[config.mk]
export PLATFORM = sky130hd
export DESIGN_NAME = pewc_host
export DESIGN_NICKNAME = d
export VERILOG_FILES = /design/src/pewc_pkg.sv /design/src/pewc_timer.sv /design/src/pewc_host.sv
export SDC_FILE = /design/constraint.sdc
export NUM_CORES = 1
export LEC_CHECK = 0
export BUFFER_PORTS_ARGS = -buffer_cell sky130_fd_sc_hd__buf_2
export CAP_MARGIN = 20
export CORE_UTILIZATION = 53
export DETAILED_ROUTE_END_ITERATION = 10
export PLACE_DENSITY = 0.72
export SYNTH_ARGS = -nofsm -noshare
export SYNTH_HDL_FRONTEND = slang
export SYNTH_HIERARCHICAL = 1
export SYNTH_SLANG_ARGS = --single-unit
[constraint.sdc]
create_clock -name clk -period 3.85 [get_ports clk]
set_input_delay 0.5775 -clock clk [delete_from_list [all_inputs] [get_ports clk]]
set_output_delay 0.5775 -clock clk [all_outputs]
set_load 0.05 [all_outputs]
[src/pewc_pkg.sv]
`default_nettype none
package pewc_pkg;
  // Clock and pin timing
  localparam int CLK_NS = 10;
  localparam int CYCLE_TIME_NS = 150; // read access, slower grade
  localparam int CYCLE_TIME_CYC = (CYCLE_TIME_NS + CLK_NS - 1) / CLK_NS;
  localparam int PULSE_NS = 100; // strobe low width, least
  localparam int PULSE_CYC = (PULSE_NS + CLK_NS - 1) / CLK_NS;
  localparam int BLW_MIN_NS = 100; // byte_load_window least gap
  localparam int BLW_MIN_CYC = (BLW_MIN_NS + CLK_NS - 1) / CLK_NS;
  localparam int BLW_MAX_US = 100; // byte_load_window longest
  localparam int BLW_MAX_CYC = BLW_MAX_US * 1000 / CLK_NS;
  localparam int PROG_MS = 5;
  localparam int PROG_CYC = PROG_MS * 1000000 / CLK_NS;
  localparam int INIT_MS = 10; // powerup_write_delay, longest
  localparam int INIT_CYC = INIT_MS * 1000000 / CLK_NS;
  localparam int PAGE_BYTES = 64;
  localparam int AW = 15;
  localparam int DW = 8;
  localparam int POLL_BIT = 7; // poll_status_bit
  localparam int FLIP_BIT = 6; // flip_status_bit
  localparam int BIP_W = 6; // byte_in_page_bits
  // Host commands
  typedef enum logic [1:0] {
    PEWC_CMD_READ = 2'h0,
    PEWC_CMD_WRITE = 2'h1,
    PEWC_CMD_LOCK = 2'h2,
    PEWC_CMD_UNLOCK = 2'h3
  } pewc_cmd_t;
  typedef struct packed {
    pewc_cmd_t cmd;
    logic [AW-1:0] addr;
    logic [DW-1:0] data;
    logic last; // final byte of a page load
  } pewc_req_t;
  // Memory pins as driven by the controller
  typedef struct packed {
    logic ce_n;
    logic we_n;
    logic oe_n;
    logic [AW-1:0] addr;
    logic [DW-1:0] dq_o;
    logic dq_oe;
  } pewc_pins_t;
endpackage : pewc_pkg
`default_nettype wire

[src/pewc_timer.sv]
`default_nettype none
// Down counter; done pulses one cycle when a loaded count expires
module pewc_timer #(
  parameter int W = 32
) (
  input wire logic clk,
  input wire logic reset,
  input wire logic load,
  input wire logic [W-1:0] value,
  output logic done
);
  typedef struct packed {
    logic [W-1:0] cnt;
    logic run;
    logic done;
  } pewc_tmr_st_t;
  pewc_tmr_st_t st_r;
  pewc_tmr_st_t st_nxt;
  // Count down, pulse on reaching one
  always_comb begin
    st_nxt = st_r;
    st_nxt.done = 1'b0;
    if (load) begin
      st_nxt.cnt = value;
      st_nxt.run = 1'b1;
    end else if (st_r.run) begin
      if (st_r.cnt <= W'(1)) begin
        st_nxt.run = 1'b0;
        st_nxt.done = 1'b1;
      end else begin
        st_nxt.cnt = st_r.cnt - W'(1);
      end
    end
  end
  always_ff @(posedge clk or posedge reset) begin
    if (reset) begin
      st_r <= '0;
    end else begin
      st_r <= st_nxt;
    end
  end
  assign done = st_r.done;
endmodule : pewc_timer
`default_nettype wire

[src/pewc_host.sv]
`default_nettype none
module pewc_host
  import pewc_pkg::*;
#(
  parameter int INIT_CYCLES = INIT_CYC,
  parameter int PROG_CYCLES = PROG_CYC,
  parameter int WIN_CYCLES = BLW_MAX_CYC,
  parameter logic [AW-1:0] CMD_ADDR_A = 15'h0AAA, // arbitrary, set per part
  parameter logic [AW-1:0] CMD_ADDR_B = 15'h0555, // arbitrary, set per part
  parameter logic [DW-1:0] CMD_DATA_A = 8'hAA, // arbitrary
  parameter logic [DW-1:0] CMD_DATA_B = 8'h55, // arbitrary
  parameter logic [DW-1:0] CMD_LOCK = 8'hA0, // arbitrary
  parameter logic [DW-1:0] CMD_UNL1 = 8'h80, // arbitrary
  parameter logic [DW-1:0] CMD_UNL2 = 8'h20 // arbitrary
) (
  input wire logic clk,
  input wire logic reset,
  input wire logic req_valid,
  input wire pewc_pkg::pewc_req_t req,
  input wire logic lock_on, // prefix writes with arming sequence
  output logic req_ready,
  output logic rsp_valid,
  output logic [DW-1:0] rsp_data,
  output logic write_done,
  output logic ce_n,
  output logic we_n,
  output logic oe_n,
  output logic [AW-1:0] addr,
  output logic [DW-1:0] dq_o,
  output logic dq_oe,
  input wire logic [DW-1:0] dq_i
);
  import pewc_pkg::*;

  typedef enum logic [6:0] {
    S_INIT = 7'h01,
    S_IDLE = 7'h02,
    S_RD = 7'h04,
    S_WLO = 7'h08,
    S_WHI = 7'h10,
    S_WAIT = 7'h20,
    S_POLL = 7'h40
  } pewc_state_t;

  typedef struct packed {
    pewc_state_t st;
    pewc_pins_t pins;
    logic [15:0] cnt;
    logic [2:0] seq; // command prefix step
    logic [2:0] seq_len;
    logic user_pending; // user byte still to follow prefix
    logic page_end; // last load of a page
    logic prev_flip;
    logic poll_first;
    logic rsp_valid;
    logic [DW-1:0] rsp_data;
    logic write_done;
    logic [DW-1:0] d1;
    logic [DW-1:0] d2;
  } pewc_st_t;

  pewc_st_t s_r;
  pewc_st_t s_nxt;
  pewc_req_t hold_r;
  pewc_req_t hold_nxt;
  logic [DW-1:0] dq_s1_r;
  logic [DW-1:0] dq_s2_r;
  logic init_load;
  logic init_done;
  logic win_load;
  logic win_done;
  logic init_seen_r;

  // Read data pin passes two flops before use
  always_ff @(posedge clk or posedge reset) begin
    if (reset) begin
      dq_s1_r <= '0;
      dq_s2_r <= '0;
    end else begin
      dq_s1_r <= dq_i;
      dq_s2_r <= dq_s1_r;
    end
  end

  // Long waits share the timer; powerup delay, then load window; program time is polled, not timed
  assign init_load = (s_r.st == S_INIT) && !init_seen_r;
  always_ff @(posedge clk or posedge reset) begin
    if (reset) begin
      init_seen_r <= 1'b0;
    end else if (init_load) begin
      init_seen_r <= 1'b1;
    end
  end
  // Every way into WAIT starts the window, a stalled page included, so WAIT never hangs
  assign win_load = init_load || (s_r.st == S_WHI && s_nxt.st == S_WAIT);
  pewc_timer #(.W(32)) u_timer (
    .clk(clk),
    .reset(reset),
    .load(win_load),
    .value(init_load ? 32'(INIT_CYCLES) : 32'(WIN_CYCLES)),
    .done(win_done)
  );
  assign init_done = win_done;

  // Command prefix byte for the current step
  function automatic logic [AW+DW-1:0] pfx(input logic [2:0] i, input logic [2:0] n);
    logic [AW+DW-1:0] r;
    r = {CMD_ADDR_A, CMD_DATA_A};
    case (i)
      3'h0: r = {CMD_ADDR_A, CMD_DATA_A};
      3'h1: r = {CMD_ADDR_B, CMD_DATA_B};
      3'h2: r = {CMD_ADDR_A, (n == 3'h3) ? CMD_LOCK : CMD_UNL1};
      3'h3: r = {CMD_ADDR_A, CMD_DATA_A};
      3'h4: r = {CMD_ADDR_B, CMD_DATA_B};
      default: r = {CMD_ADDR_A, CMD_UNL2};
    endcase
    return r;
  endfunction : pfx

  // Main sequencer
  always_comb begin
    s_nxt = s_r;
    hold_nxt = hold_r;
    s_nxt.rsp_valid = 1'b0;
    s_nxt.write_done = 1'b0;
    if (s_r.cnt != 16'h0000) begin
      s_nxt.cnt = s_r.cnt - 16'h0001;
    end
    case (s_r.st)
      S_INIT: begin
        if (init_done) begin
          s_nxt.st = S_IDLE;
        end
      end
      S_IDLE: begin
        s_nxt.pins.ce_n = 1'b1;
        s_nxt.pins.oe_n = 1'b1;
        s_nxt.pins.we_n = 1'b1;
        s_nxt.pins.dq_oe = 1'b0;
        if (req_valid) begin
          hold_nxt = req;
          s_nxt.seq = 3'h0;
          s_nxt.user_pending = 1'b0;
          s_nxt.page_end = 1'b0;
          s_nxt.pins.addr = req.addr;
          if (req.cmd == PEWC_CMD_READ) begin
            s_nxt.st = S_RD;
            s_nxt.pins.ce_n = 1'b0;
            s_nxt.pins.oe_n = 1'b0;
            s_nxt.cnt = 16'(CYCLE_TIME_CYC + 2);
          end else begin
            // Prefix lengths: 3 to arm, 6 to disarm, none when unlocked
            s_nxt.seq_len = (req.cmd == PEWC_CMD_UNLOCK) ? 3'h6 :
              (req.cmd == PEWC_CMD_LOCK || lock_on) ? 3'h3 : 3'h0;
            s_nxt.user_pending = (req.cmd == PEWC_CMD_WRITE);
            s_nxt.st = S_WLO;
            s_nxt.cnt = 16'(PULSE_CYC);
            if (s_nxt.seq_len == 3'h0) begin
              s_nxt.user_pending = 1'b0;
              s_nxt.page_end = req.last;
              {s_nxt.pins.addr, s_nxt.pins.dq_o} = {req.addr, req.data};
            end else begin
              {s_nxt.pins.addr, s_nxt.pins.dq_o} = pfx(3'h0, s_nxt.seq_len);
              s_nxt.page_end = (s_nxt.seq_len == 3'h1) && !s_nxt.user_pending;
            end
            // Gate high before select and strobe fall, so the cycle is a write
            s_nxt.pins.oe_n = 1'b1;
            s_nxt.pins.ce_n = 1'b0;
            s_nxt.pins.we_n = 1'b0;
            s_nxt.pins.dq_oe = 1'b1;
          end
        end
      end
      S_RD: begin
        if (s_r.cnt == 16'h0001) begin
          s_nxt.rsp_valid = 1'b1;
          s_nxt.rsp_data = dq_s2_r;
          s_nxt.pins.ce_n = 1'b1;
          s_nxt.pins.oe_n = 1'b1;
          s_nxt.st = S_IDLE;
        end
      end
      S_WLO: begin
        // Strobe held low well beyond the noise filter width
        if (s_r.cnt == 16'h0001) begin
          s_nxt.pins.we_n = 1'b1;
          s_nxt.st = S_WHI;
          s_nxt.cnt = 16'(BLW_MIN_CYC);
        end
      end
      S_WHI: begin
        if (s_r.cnt == 16'h0001) begin
          s_nxt.pins.ce_n = 1'b1;
          s_nxt.pins.dq_oe = 1'b0;
          if (s_r.page_end) begin
            s_nxt.st = S_WAIT;
          end else if (s_r.seq + 3'h1 < s_r.seq_len) begin
            // Next prefix byte inside the load window
            s_nxt.seq = s_r.seq + 3'h1;
            {s_nxt.pins.addr, s_nxt.pins.dq_o} = pfx(s_nxt.seq, s_r.seq_len);
            s_nxt.page_end = (s_nxt.seq + 3'h1 == s_r.seq_len) && !s_r.user_pending;
            s_nxt.pins.ce_n = 1'b0;
            s_nxt.pins.we_n = 1'b0;
            s_nxt.pins.dq_oe = 1'b1;
            s_nxt.st = S_WLO;
            s_nxt.cnt = 16'(PULSE_CYC);
          end else if (s_r.user_pending) begin
            s_nxt.user_pending = 1'b0;
            s_nxt.seq = s_r.seq_len;
            {s_nxt.pins.addr, s_nxt.pins.dq_o} = {hold_r.addr, hold_r.data};
            s_nxt.page_end = hold_r.last;
            s_nxt.pins.ce_n = 1'b0;
            s_nxt.pins.we_n = 1'b0;
            s_nxt.pins.dq_oe = 1'b1;
            s_nxt.st = S_WLO;
            s_nxt.cnt = 16'(PULSE_CYC);
          end else if (req_valid && req.cmd == PEWC_CMD_WRITE) begin
            // Further page loads; low bits any order, page from final load
            hold_nxt = req;
            {s_nxt.pins.addr, s_nxt.pins.dq_o} = {req.addr, req.data};
            s_nxt.page_end = req.last;
            s_nxt.pins.ce_n = 1'b0;
            s_nxt.pins.we_n = 1'b0;
            s_nxt.pins.dq_oe = 1'b1;
            s_nxt.st = S_WLO;
            s_nxt.cnt = 16'(PULSE_CYC);
          end else begin
            s_nxt.st = S_WAIT; // user stalled: end the page safely
          end
          s_nxt.d1 = s_r.pins.dq_o;
        end
      end
      S_WAIT: begin
        // Strobe stays high a full window so the program cycle begins
        if (win_done) begin
          s_nxt.st = S_POLL;
          s_nxt.poll_first = 1'b1;
          s_nxt.pins.ce_n = 1'b0;
          s_nxt.pins.oe_n = 1'b0;
          s_nxt.cnt = 16'(CYCLE_TIME_CYC + 2);
        end
      end
      S_POLL: begin
        // Toggle and data polling; no writes issued while device programs
        if (s_r.cnt == 16'h0001) begin
          s_nxt.pins.ce_n = 1'b1;
          s_nxt.pins.oe_n = 1'b1;
          s_nxt.prev_flip = dq_s2_r[FLIP_BIT];
          s_nxt.poll_first = 1'b0;
          if (!s_r.poll_first && dq_s2_r[FLIP_BIT] == s_r.prev_flip
              && dq_s2_r[POLL_BIT] == s_r.d1[POLL_BIT]) begin
            s_nxt.write_done = 1'b1;
            s_nxt.st = S_IDLE;
          end
        end else if (s_r.cnt == 16'h0000) begin
          s_nxt.pins.ce_n = 1'b0;
          s_nxt.pins.oe_n = 1'b0;
          s_nxt.cnt = 16'(CYCLE_TIME_CYC + 2);
        end
      end
      default: s_nxt.st = S_INIT;
    endcase
  end

  always_ff @(posedge clk or posedge reset) begin
    if (reset) begin
      s_r <= '{st: S_INIT, pins: '{ce_n: 1'b1, we_n: 1'b1, oe_n: 1'b1, default: '0}, default: '0};
      hold_r <= '0;
    end else begin
      s_r <= s_nxt;
      hold_r <= hold_nxt;
    end
  end

  assign ce_n = s_r.pins.ce_n;
  assign we_n = s_r.pins.we_n;
  assign oe_n = s_r.pins.oe_n;
  assign addr = s_r.pins.addr;
  assign dq_o = s_r.pins.dq_o;
  assign dq_oe = s_r.pins.dq_oe;
  assign rsp_valid = s_r.rsp_valid;
  assign rsp_data = s_r.rsp_data;
  assign write_done = s_r.write_done;
  assign req_ready = s_r.st[1]; // One-hot idle bit, straight from the flop

  // Strobe low run length; saturates, only the pulse width check reads it
  logic [4:0] low_run_r;
  always_ff @(posedge clk or posedge reset) begin
    if (reset) begin
      low_run_r <= 5'h00;
    end else if (we_n) begin
      low_run_r <= 5'h00;
    end else if (low_run_r != 5'h1F) begin
      low_run_r <= low_run_r + 5'h01;
    end
  end

  // Checks
  AST_NO_CONTENTION: assert property (@(posedge clk) disable iff (reset)
    !(dq_oe && !oe_n)) else $error("data driven while output gate low");
  AST_WRITE_GATE: assert property (@(posedge clk) disable iff (reset)
    $fell(we_n) |-> oe_n && !ce_n) else $error("strobe fell without write setup");
  AST_PULSE_WIDTH: assert property (@(posedge clk) disable iff (reset)
    $rose(we_n) |-> low_run_r >= 5'(PULSE_CYC)) else $error("write pulse too short");
  AST_NO_INIT_WRITE: assert property (@(posedge clk) disable iff (reset)
    s_r.st == S_INIT |-> we_n) else $error("write during powerup delay");
  AST_DATA_HELD: assert property (@(posedge clk) disable iff (reset)
    $rose(we_n) |-> dq_oe && $stable(dq_o)) else $error("data changed at strobe rise");
  AST_POLL_NO_WRITE: assert property (@(posedge clk) disable iff (reset)
    s_r.st == S_POLL |-> we_n && !dq_oe) else $error("write during programming");
  AST_ADDR_STABLE: assert property (@(posedge clk) disable iff (reset)
    !we_n && $past(!we_n) |-> $stable(addr)) else $error("address moved in pulse");
  AST_READ_GATE: assert property (@(posedge clk) disable iff (reset)
    !oe_n |-> we_n && !ce_n) else $error("read with strobe low");
  COV_READ: cover property (@(posedge clk) rsp_valid);
  COV_DONE: cover property (@(posedge clk) write_done);
  COV_PREFIX: cover property (@(posedge clk) s_r.st == S_WLO && s_r.seq == 3'h5);
endmodule : pewc_host
`default_nettype wire

Word level (Yosys, flattened, before mapping). Index checks and enable logic that the tools add are counted.

Register bits: 153. Word-level logic and storage cells: 189. Bits of input ports: 38. Output and inout bits: 38.

Magnitude comparators: 2. Eq/ne operators: 36. Reductions and logical operators: 42. Bitwise operators: 1. Multiplexer cells: 77. Add/subtract/negate cells: 4.

Operators with widths (count): two-way mux 24 bit (7); two-way mux 43 bit (3); case mux 24 bit (2 select lines) (2); two-way mux 16 bit (5); two-way mux 40 bit (2); case mux 16 bit (5 select lines) (1); case mux 20 bit (3 select lines) (1); two-way mux 58 bit (1); case mux 7 bit (7 select lines) (1); two-way mux 9 bit (5); two-way mux 7 bit (5); two-way mux 34 bit (1); two-way mux 33 bit (1); <= comparator 32 x 1 -> 1 bit, second input constant (1); two-way mux 32 bit (1); subtractor 32 x 1 -> 32 bit, second input constant (1); AND reduction 5 bit (5); two-way mux 23 bit (1); two-way mux 20 bit (1); two-way mux 1 bit (18); equality test 16 x 1 -> 1 bit, second input constant (1); zero test 16 bit (1); two-way mux 8 bit (2); != test 2 bit, second input constant (8); 48 further kinds (87).

Logic depth before layout (Yosys ltp).
Word-level depth: 15. Depth in mapped cells: 11. Depth with buffers taken out: 11.

Cells and area by module. The synthesis kept the hierarchy.

By module, submodules not included: pewc_host (sequential area each 2807.7 um^2, cells an instance 650, area each 6194.7 um^2, instances 1); pewc_timer (sequential area each 850.8 um^2, cells an instance 246, area each 2125.8 um^2, instances 1).

Least setup slack after synthesis. No wires, ideal clock.

Path kind: register to register. From: reg s_r[33] in the netlist's numbering. To: reg u_timer/st_r[10] in the netlist's numbering. Buffers on the path: 2. Stages on the path, launching flop included: 12. Required time: 3.763 ns. Library setup time: 0.087 ns. Arrival: 3.277 ns. Setup slack: 0.486 ns. Clock period less this slack: 3.364 ns. Path through: dfrtp_1 > ha_1 > xor2_1 > ha_1 > a21oi_1 > a211oi_2 > nor2_1 > o21ai_0 > clkbuf_1 > dlygate4sd3_1 > nand2_1 > o211ai_1.

Word-level cells in the longest chain between the ends: 11. Elaborated cells on any way between the ends: 13. Those cells by class: add/sub (1); order compare (1); eq/ne (2); mux (5); reduce/logical (4).

RTL lines: start, declared (RTL line pewc_host.sv:62) `pewc_st_t s_r;`; start signal, assigned (RTL line pewc_host.sv:270) `s_r <= s_nxt;`; adder 3 x 1 -> 3 bit * (RTL line pewc_host.sv:197) `end else if (s_r.seq + 3'h1 < s_r.seq_len) begin`; less-than comparator 3 bit * (RTL line pewc_host.sv:197); two-way mux 9 bit * (RTL line pewc_host.sv:197); two-way mux 7 bit * (RTL line pewc_host.sv:195) `if (s_r.page_end) begin`; two-way mux 9 bit * (RTL line pewc_host.sv:192) `if (s_r.cnt == 16'h0001) begin`; case mux 7 bit (7 select lines) * (RTL line pewc_host.sv:129) `case (s_r.st)`; equality test 7 x 6 -> 1 bit * (RTL line pewc_host.sv:95) `assign win_load = init_load || (s_r.st == S_WHI && s_nxt.st == S_WAIT);`; logical AND 1 bit * (RTL line pewc_host.sv:95); logical OR 1 bit * (RTL line pewc_host.sv:95); named net win_load (RTL line pewc_host.sv:70) `logic win_load;`; != test 2 x 1 -> 1 bit (no source line) or nonzero test 2 bit (tied branches); AND reduction 2 bit (no source line); end signal, assigned (RTL line pewc_timer.sv:39) `st_r <= st_nxt;`; end, declared (RTL line pewc_timer.sv:17) `pewc_tmr_st_t st_r;`.

Mark *: on every way through the listed nets, which the timed path passes. The rest lies on a longest branch. The select of a mux whose other input is x is not followed. A chain may end at the register's enable or synchronous reset.

Final worst setup path.
From: reg s_r[33] in the netlist's numbering. To: reg u_timer/st_r[7] in the netlist's numbering.

Same word-level chain as after synthesis.

==> results.json <==
{
  "cp.required_ns": 4.16,
  "place_area_sq_mm": 0.008740,
  "path_clk_slew_ns": 0.07,
  "hp-class": "in2reg",
  "core_area_sq_mm": 0.01526,
  "timing.setup.tns_ns": 0,
  "worstSkewPairLatency_ns": 0.43,
  "syn_area_sq_mm": 0.008320,
  "holdBufCountCts": 0,
  "ir_worst_vdd_uv": 383.8,
  "synth_cells": 896,
  "reg2reg_to": "u_timer/st_r[7]",
  "grt_pass1_vias": 6583,
  "place.gp.congestion": 0.8822,
  "min_delay_path_depth": 1,
  "r2r_cells": 12,
  "total_power_w": 0.003928,
  "antenna_found_initial": 0,
  "p_per_area_mw_per_mm2": 421.7,
  "portBuffers": 75,
  "max-slew-margin-rel": 0.3321,
  "synth_compound_area_frac": 0.1722,
  "startpoint_type": "flop",
  "cts_sinks": 146,
  "drc_errors": 0,
  "final_hold_viol_count": 0,
  "leakagePower_nw": 4.091,
  "drv_cap": 0,
  "die_h_um": 127.3,
  "area_delta_synth_final_pct": 11.94,
  "skew_ns": 0.008484,
  "synth_top_family_by_area": "simple AND/OR/NAND/NOR gates",
  "syn_area_per_cell_sq_um": 9.286,
  "rsz0062_at_grt": "no",
  "post-dp-hpwl_mm": 13.38,
  "cts-resized-gates": 0,
  "cts_setup_buffers": 0,
  "critPathMaxFanout": 14,
  "async_reset_ff_frac": 1.000,
  "synth-xor-area-share": 0.02105,
  "cts_tree": "built",
  "cts_inserted_buffers": 17,
  "ant_nets": 0,
  "initial_utilization": 0.5453,
  "synthSimpleGateAreaFrac": 0.2478,
  "drt_iter0_markers": 563,
  "layout_common_cells": "142 x dfrtp_1, 119 x nand2_1, 95 x nor2_1, 75 x buf_2, 66 x o21ai_0",
  "cts_root_buf": "clkbuf_16",
  "ys.flop_type": "dfrtp_1",
  "synth_warnings": 6,
  "worstReg2RegStart": "s_r[33]",
  "place_ws_ns": 0.6459,
  "crit_type": "reg2reg",
  "finalMaxSlewViolations": 0,
  "postLayoutCellArea_sq_mm": 0.009314,
  "synth_mux_area_frac": 0.03774,
  "fin_crit_sh": 0.8459,
  "ys_seq_area_frac": 0.4397,
  "die_area_sq_mm": 0.01620,
  "grt_pass1_wl_mm": 32.66,
  "wl_per_cell_um": 16.55,
  "drive_gt1_frac": 0.1934,
  "die_w_um": 127.3,
  "grt_max_degree": 59,
  "avgViaCountPerCell": 5.843,
  "ctsHtreeMaxLevel": 4,
  "post-route-min-period_ns": 3.257,
  "ys_ff_latch": 146,
  "rows": 45,
  "hold_path_end": "dq_s1_r[1]",
  "layout_commonest_cell": "dfrtp_1",
  "antenna_cells": 0,
  "first_pass_iters": 5,
  "num-fill-cells": 1320,
  "critPathCaptureType": "flop",
  "r2r_slack_ns": 0.59,
  "arrival_ns": 3.57,
  "cts.path.max_buffers": 2,
  "hp-start": "dq_i[1]",
  "worst_pin_slew_ns": 0.9952,
  "grt_usage": 0.2561,
  "netlist-cell-type-count": 85,
  "wirelength_mm": 19.58,
  "nNetsFinal": 1011,
  "grt.overflow.total": 0,
  "timing.final.ws_setup_ns": 0.5932,
  "via_count": 6912,
  "yosys.area_share.adder": 0.02105,
  "run_status": "finished, final reports clean",
  "synth_edf_count": 0,
  "finalSetupViolations": 0,
  "fmax_ghz": 0.3070,
  "ioPinCount": 76
}
[kinds of logic after synthesis]
| group | count (synthesis) |
|---|---|
| simple gates | 387 |
| mux | 28 |
| compound gates | 216 |
| fa+ha+maj | 14 |
| xor+xnor | 20 |
| flops | 146 |
| other cells | 2 |
| buf+inv | 83 |
[worst max-delay path by stage]
stage	startpoint	to	slack [ns]	cells after the start
floorplan	reset	addr[0]	0.32	1
global placement	s_r[33]	u_timer/st_r[20]	0.77	12
detailed placement	s_r[33]	u_timer/st_r[7]	0.65	12
CTS	s_r[33]	u_timer/st_r[7]	0.63	12
global route	s_r[33]	u_timer/st_r[7]	0.34	12
finish	s_r[33]	u_timer/st_r[7]	0.59	12
[worst max-delay path, stage by stage, from the launching register on]
cell,delay [ns]
dfrtp_1,0.44
ha_1,0.26
xor2_1,0.19
ha_1,0.32
a21oi_1,0.13
a211oi_2,0.37
nor2_1,0.09
buf_4,0.17
o21ai_1,0.18
clkinv_1,0.43
buf_4,0.35
nor2_1,0.12
a31oi_1,0.05
[routing by layer]
layer  track usage  vias up  wire length (um)
li1              -     3343                 -
met1        0.3479     3341              9066
met2        0.4076      201              9263
met3       0.06030       27               985
met4       0.07843        0               261
met5             0        -                 0
[metrics by stage]
step,util,std cells,hold WS (ns)
2_1_floorplan,-,916,0.3312
3_3_place_gp,0.5728,1151,0.3317
3_5_place_dp,0.5728,1151,0.3347
4_1_cts,0.6104,1183,0.2349
5_1_grt,0.6104,1183,0.2232
6_report,0.6104,1183,0.2448
[cell type report]
type	count	area, sq um	share of cell area
clock buffers	18	429.2	0.04608
clock inverters	14	145.1	0.01558
inverters	16	62.56	0.006717
multi-input cells	687	4247	0.4559
flip-flops and latches	146	3659	0.3928
well taps	211	264.0	0.02834
repair buffers	91	508.0	0.05454
[synthesized netlist by cell type, types with 4 or more instances]
master    count  area [sq um]
dfrtp_1     142          3553
nand2_1     119         446.7
nor2_1       95         356.6
o21ai_0      67         335.3
buf_4        36         270.3
a31oi_1      34         212.7
nand3_1      25         125.1
a21oi_1      24         120.1
o211ai_1     21         157.7
or4_1        21         157.7
nor3_1       17         85.08
o31ai_1      17         127.6
mux2_2       16         180.2
clkbuf_1     15         56.30
inv_1        15         56.30
ha_1         14         175.2
or3_1        14         87.58
xor2_1       14         122.6
mux2_1       11         123.9
buf_2        10         50.05
nand2b_1      8         50.05
nor4_1        8         50.05
or2_2         8         50.05
and3_1        7         43.79
nand4_1       7         43.79
o21a_1        7         52.55
a21o_1        6         45.04
nand4b_1      6         52.55
xnor2_1       6         52.55
nand3b_1      5         37.54
nor3b_1       5         37.54
buf_6         4         45.04
dfstp_2       4         105.1
nor3_2        4         40.04
o22ai_1       4         25.02
or4_4         4         45.04
[registers in the layout, indices dropped and copies added, names as in the netlist]
register and cells:
addr 15, ce_n 1, dq_o 8, dq_oe 1, dq_s1_r 8, dq_s2_r 8, hold_r 24, init_seen_r 1
oe_n 1, req_ready 1, rsp_data 8, rsp_valid 1, s_r 33, u_timer/done 1, u_timer/st_r 33, we_n 1
write_done 1
[power by group]
part / switching (W) / leakage, nW / internal [W]
clock network: 0.000723 / 0.272 / 0.000909
logic: 0.000287 / 2.00 / 0.000191
registers: 0.000160 / 1.82 / 0.00166
Note: power is estimated with default switching activity, not from simulation.
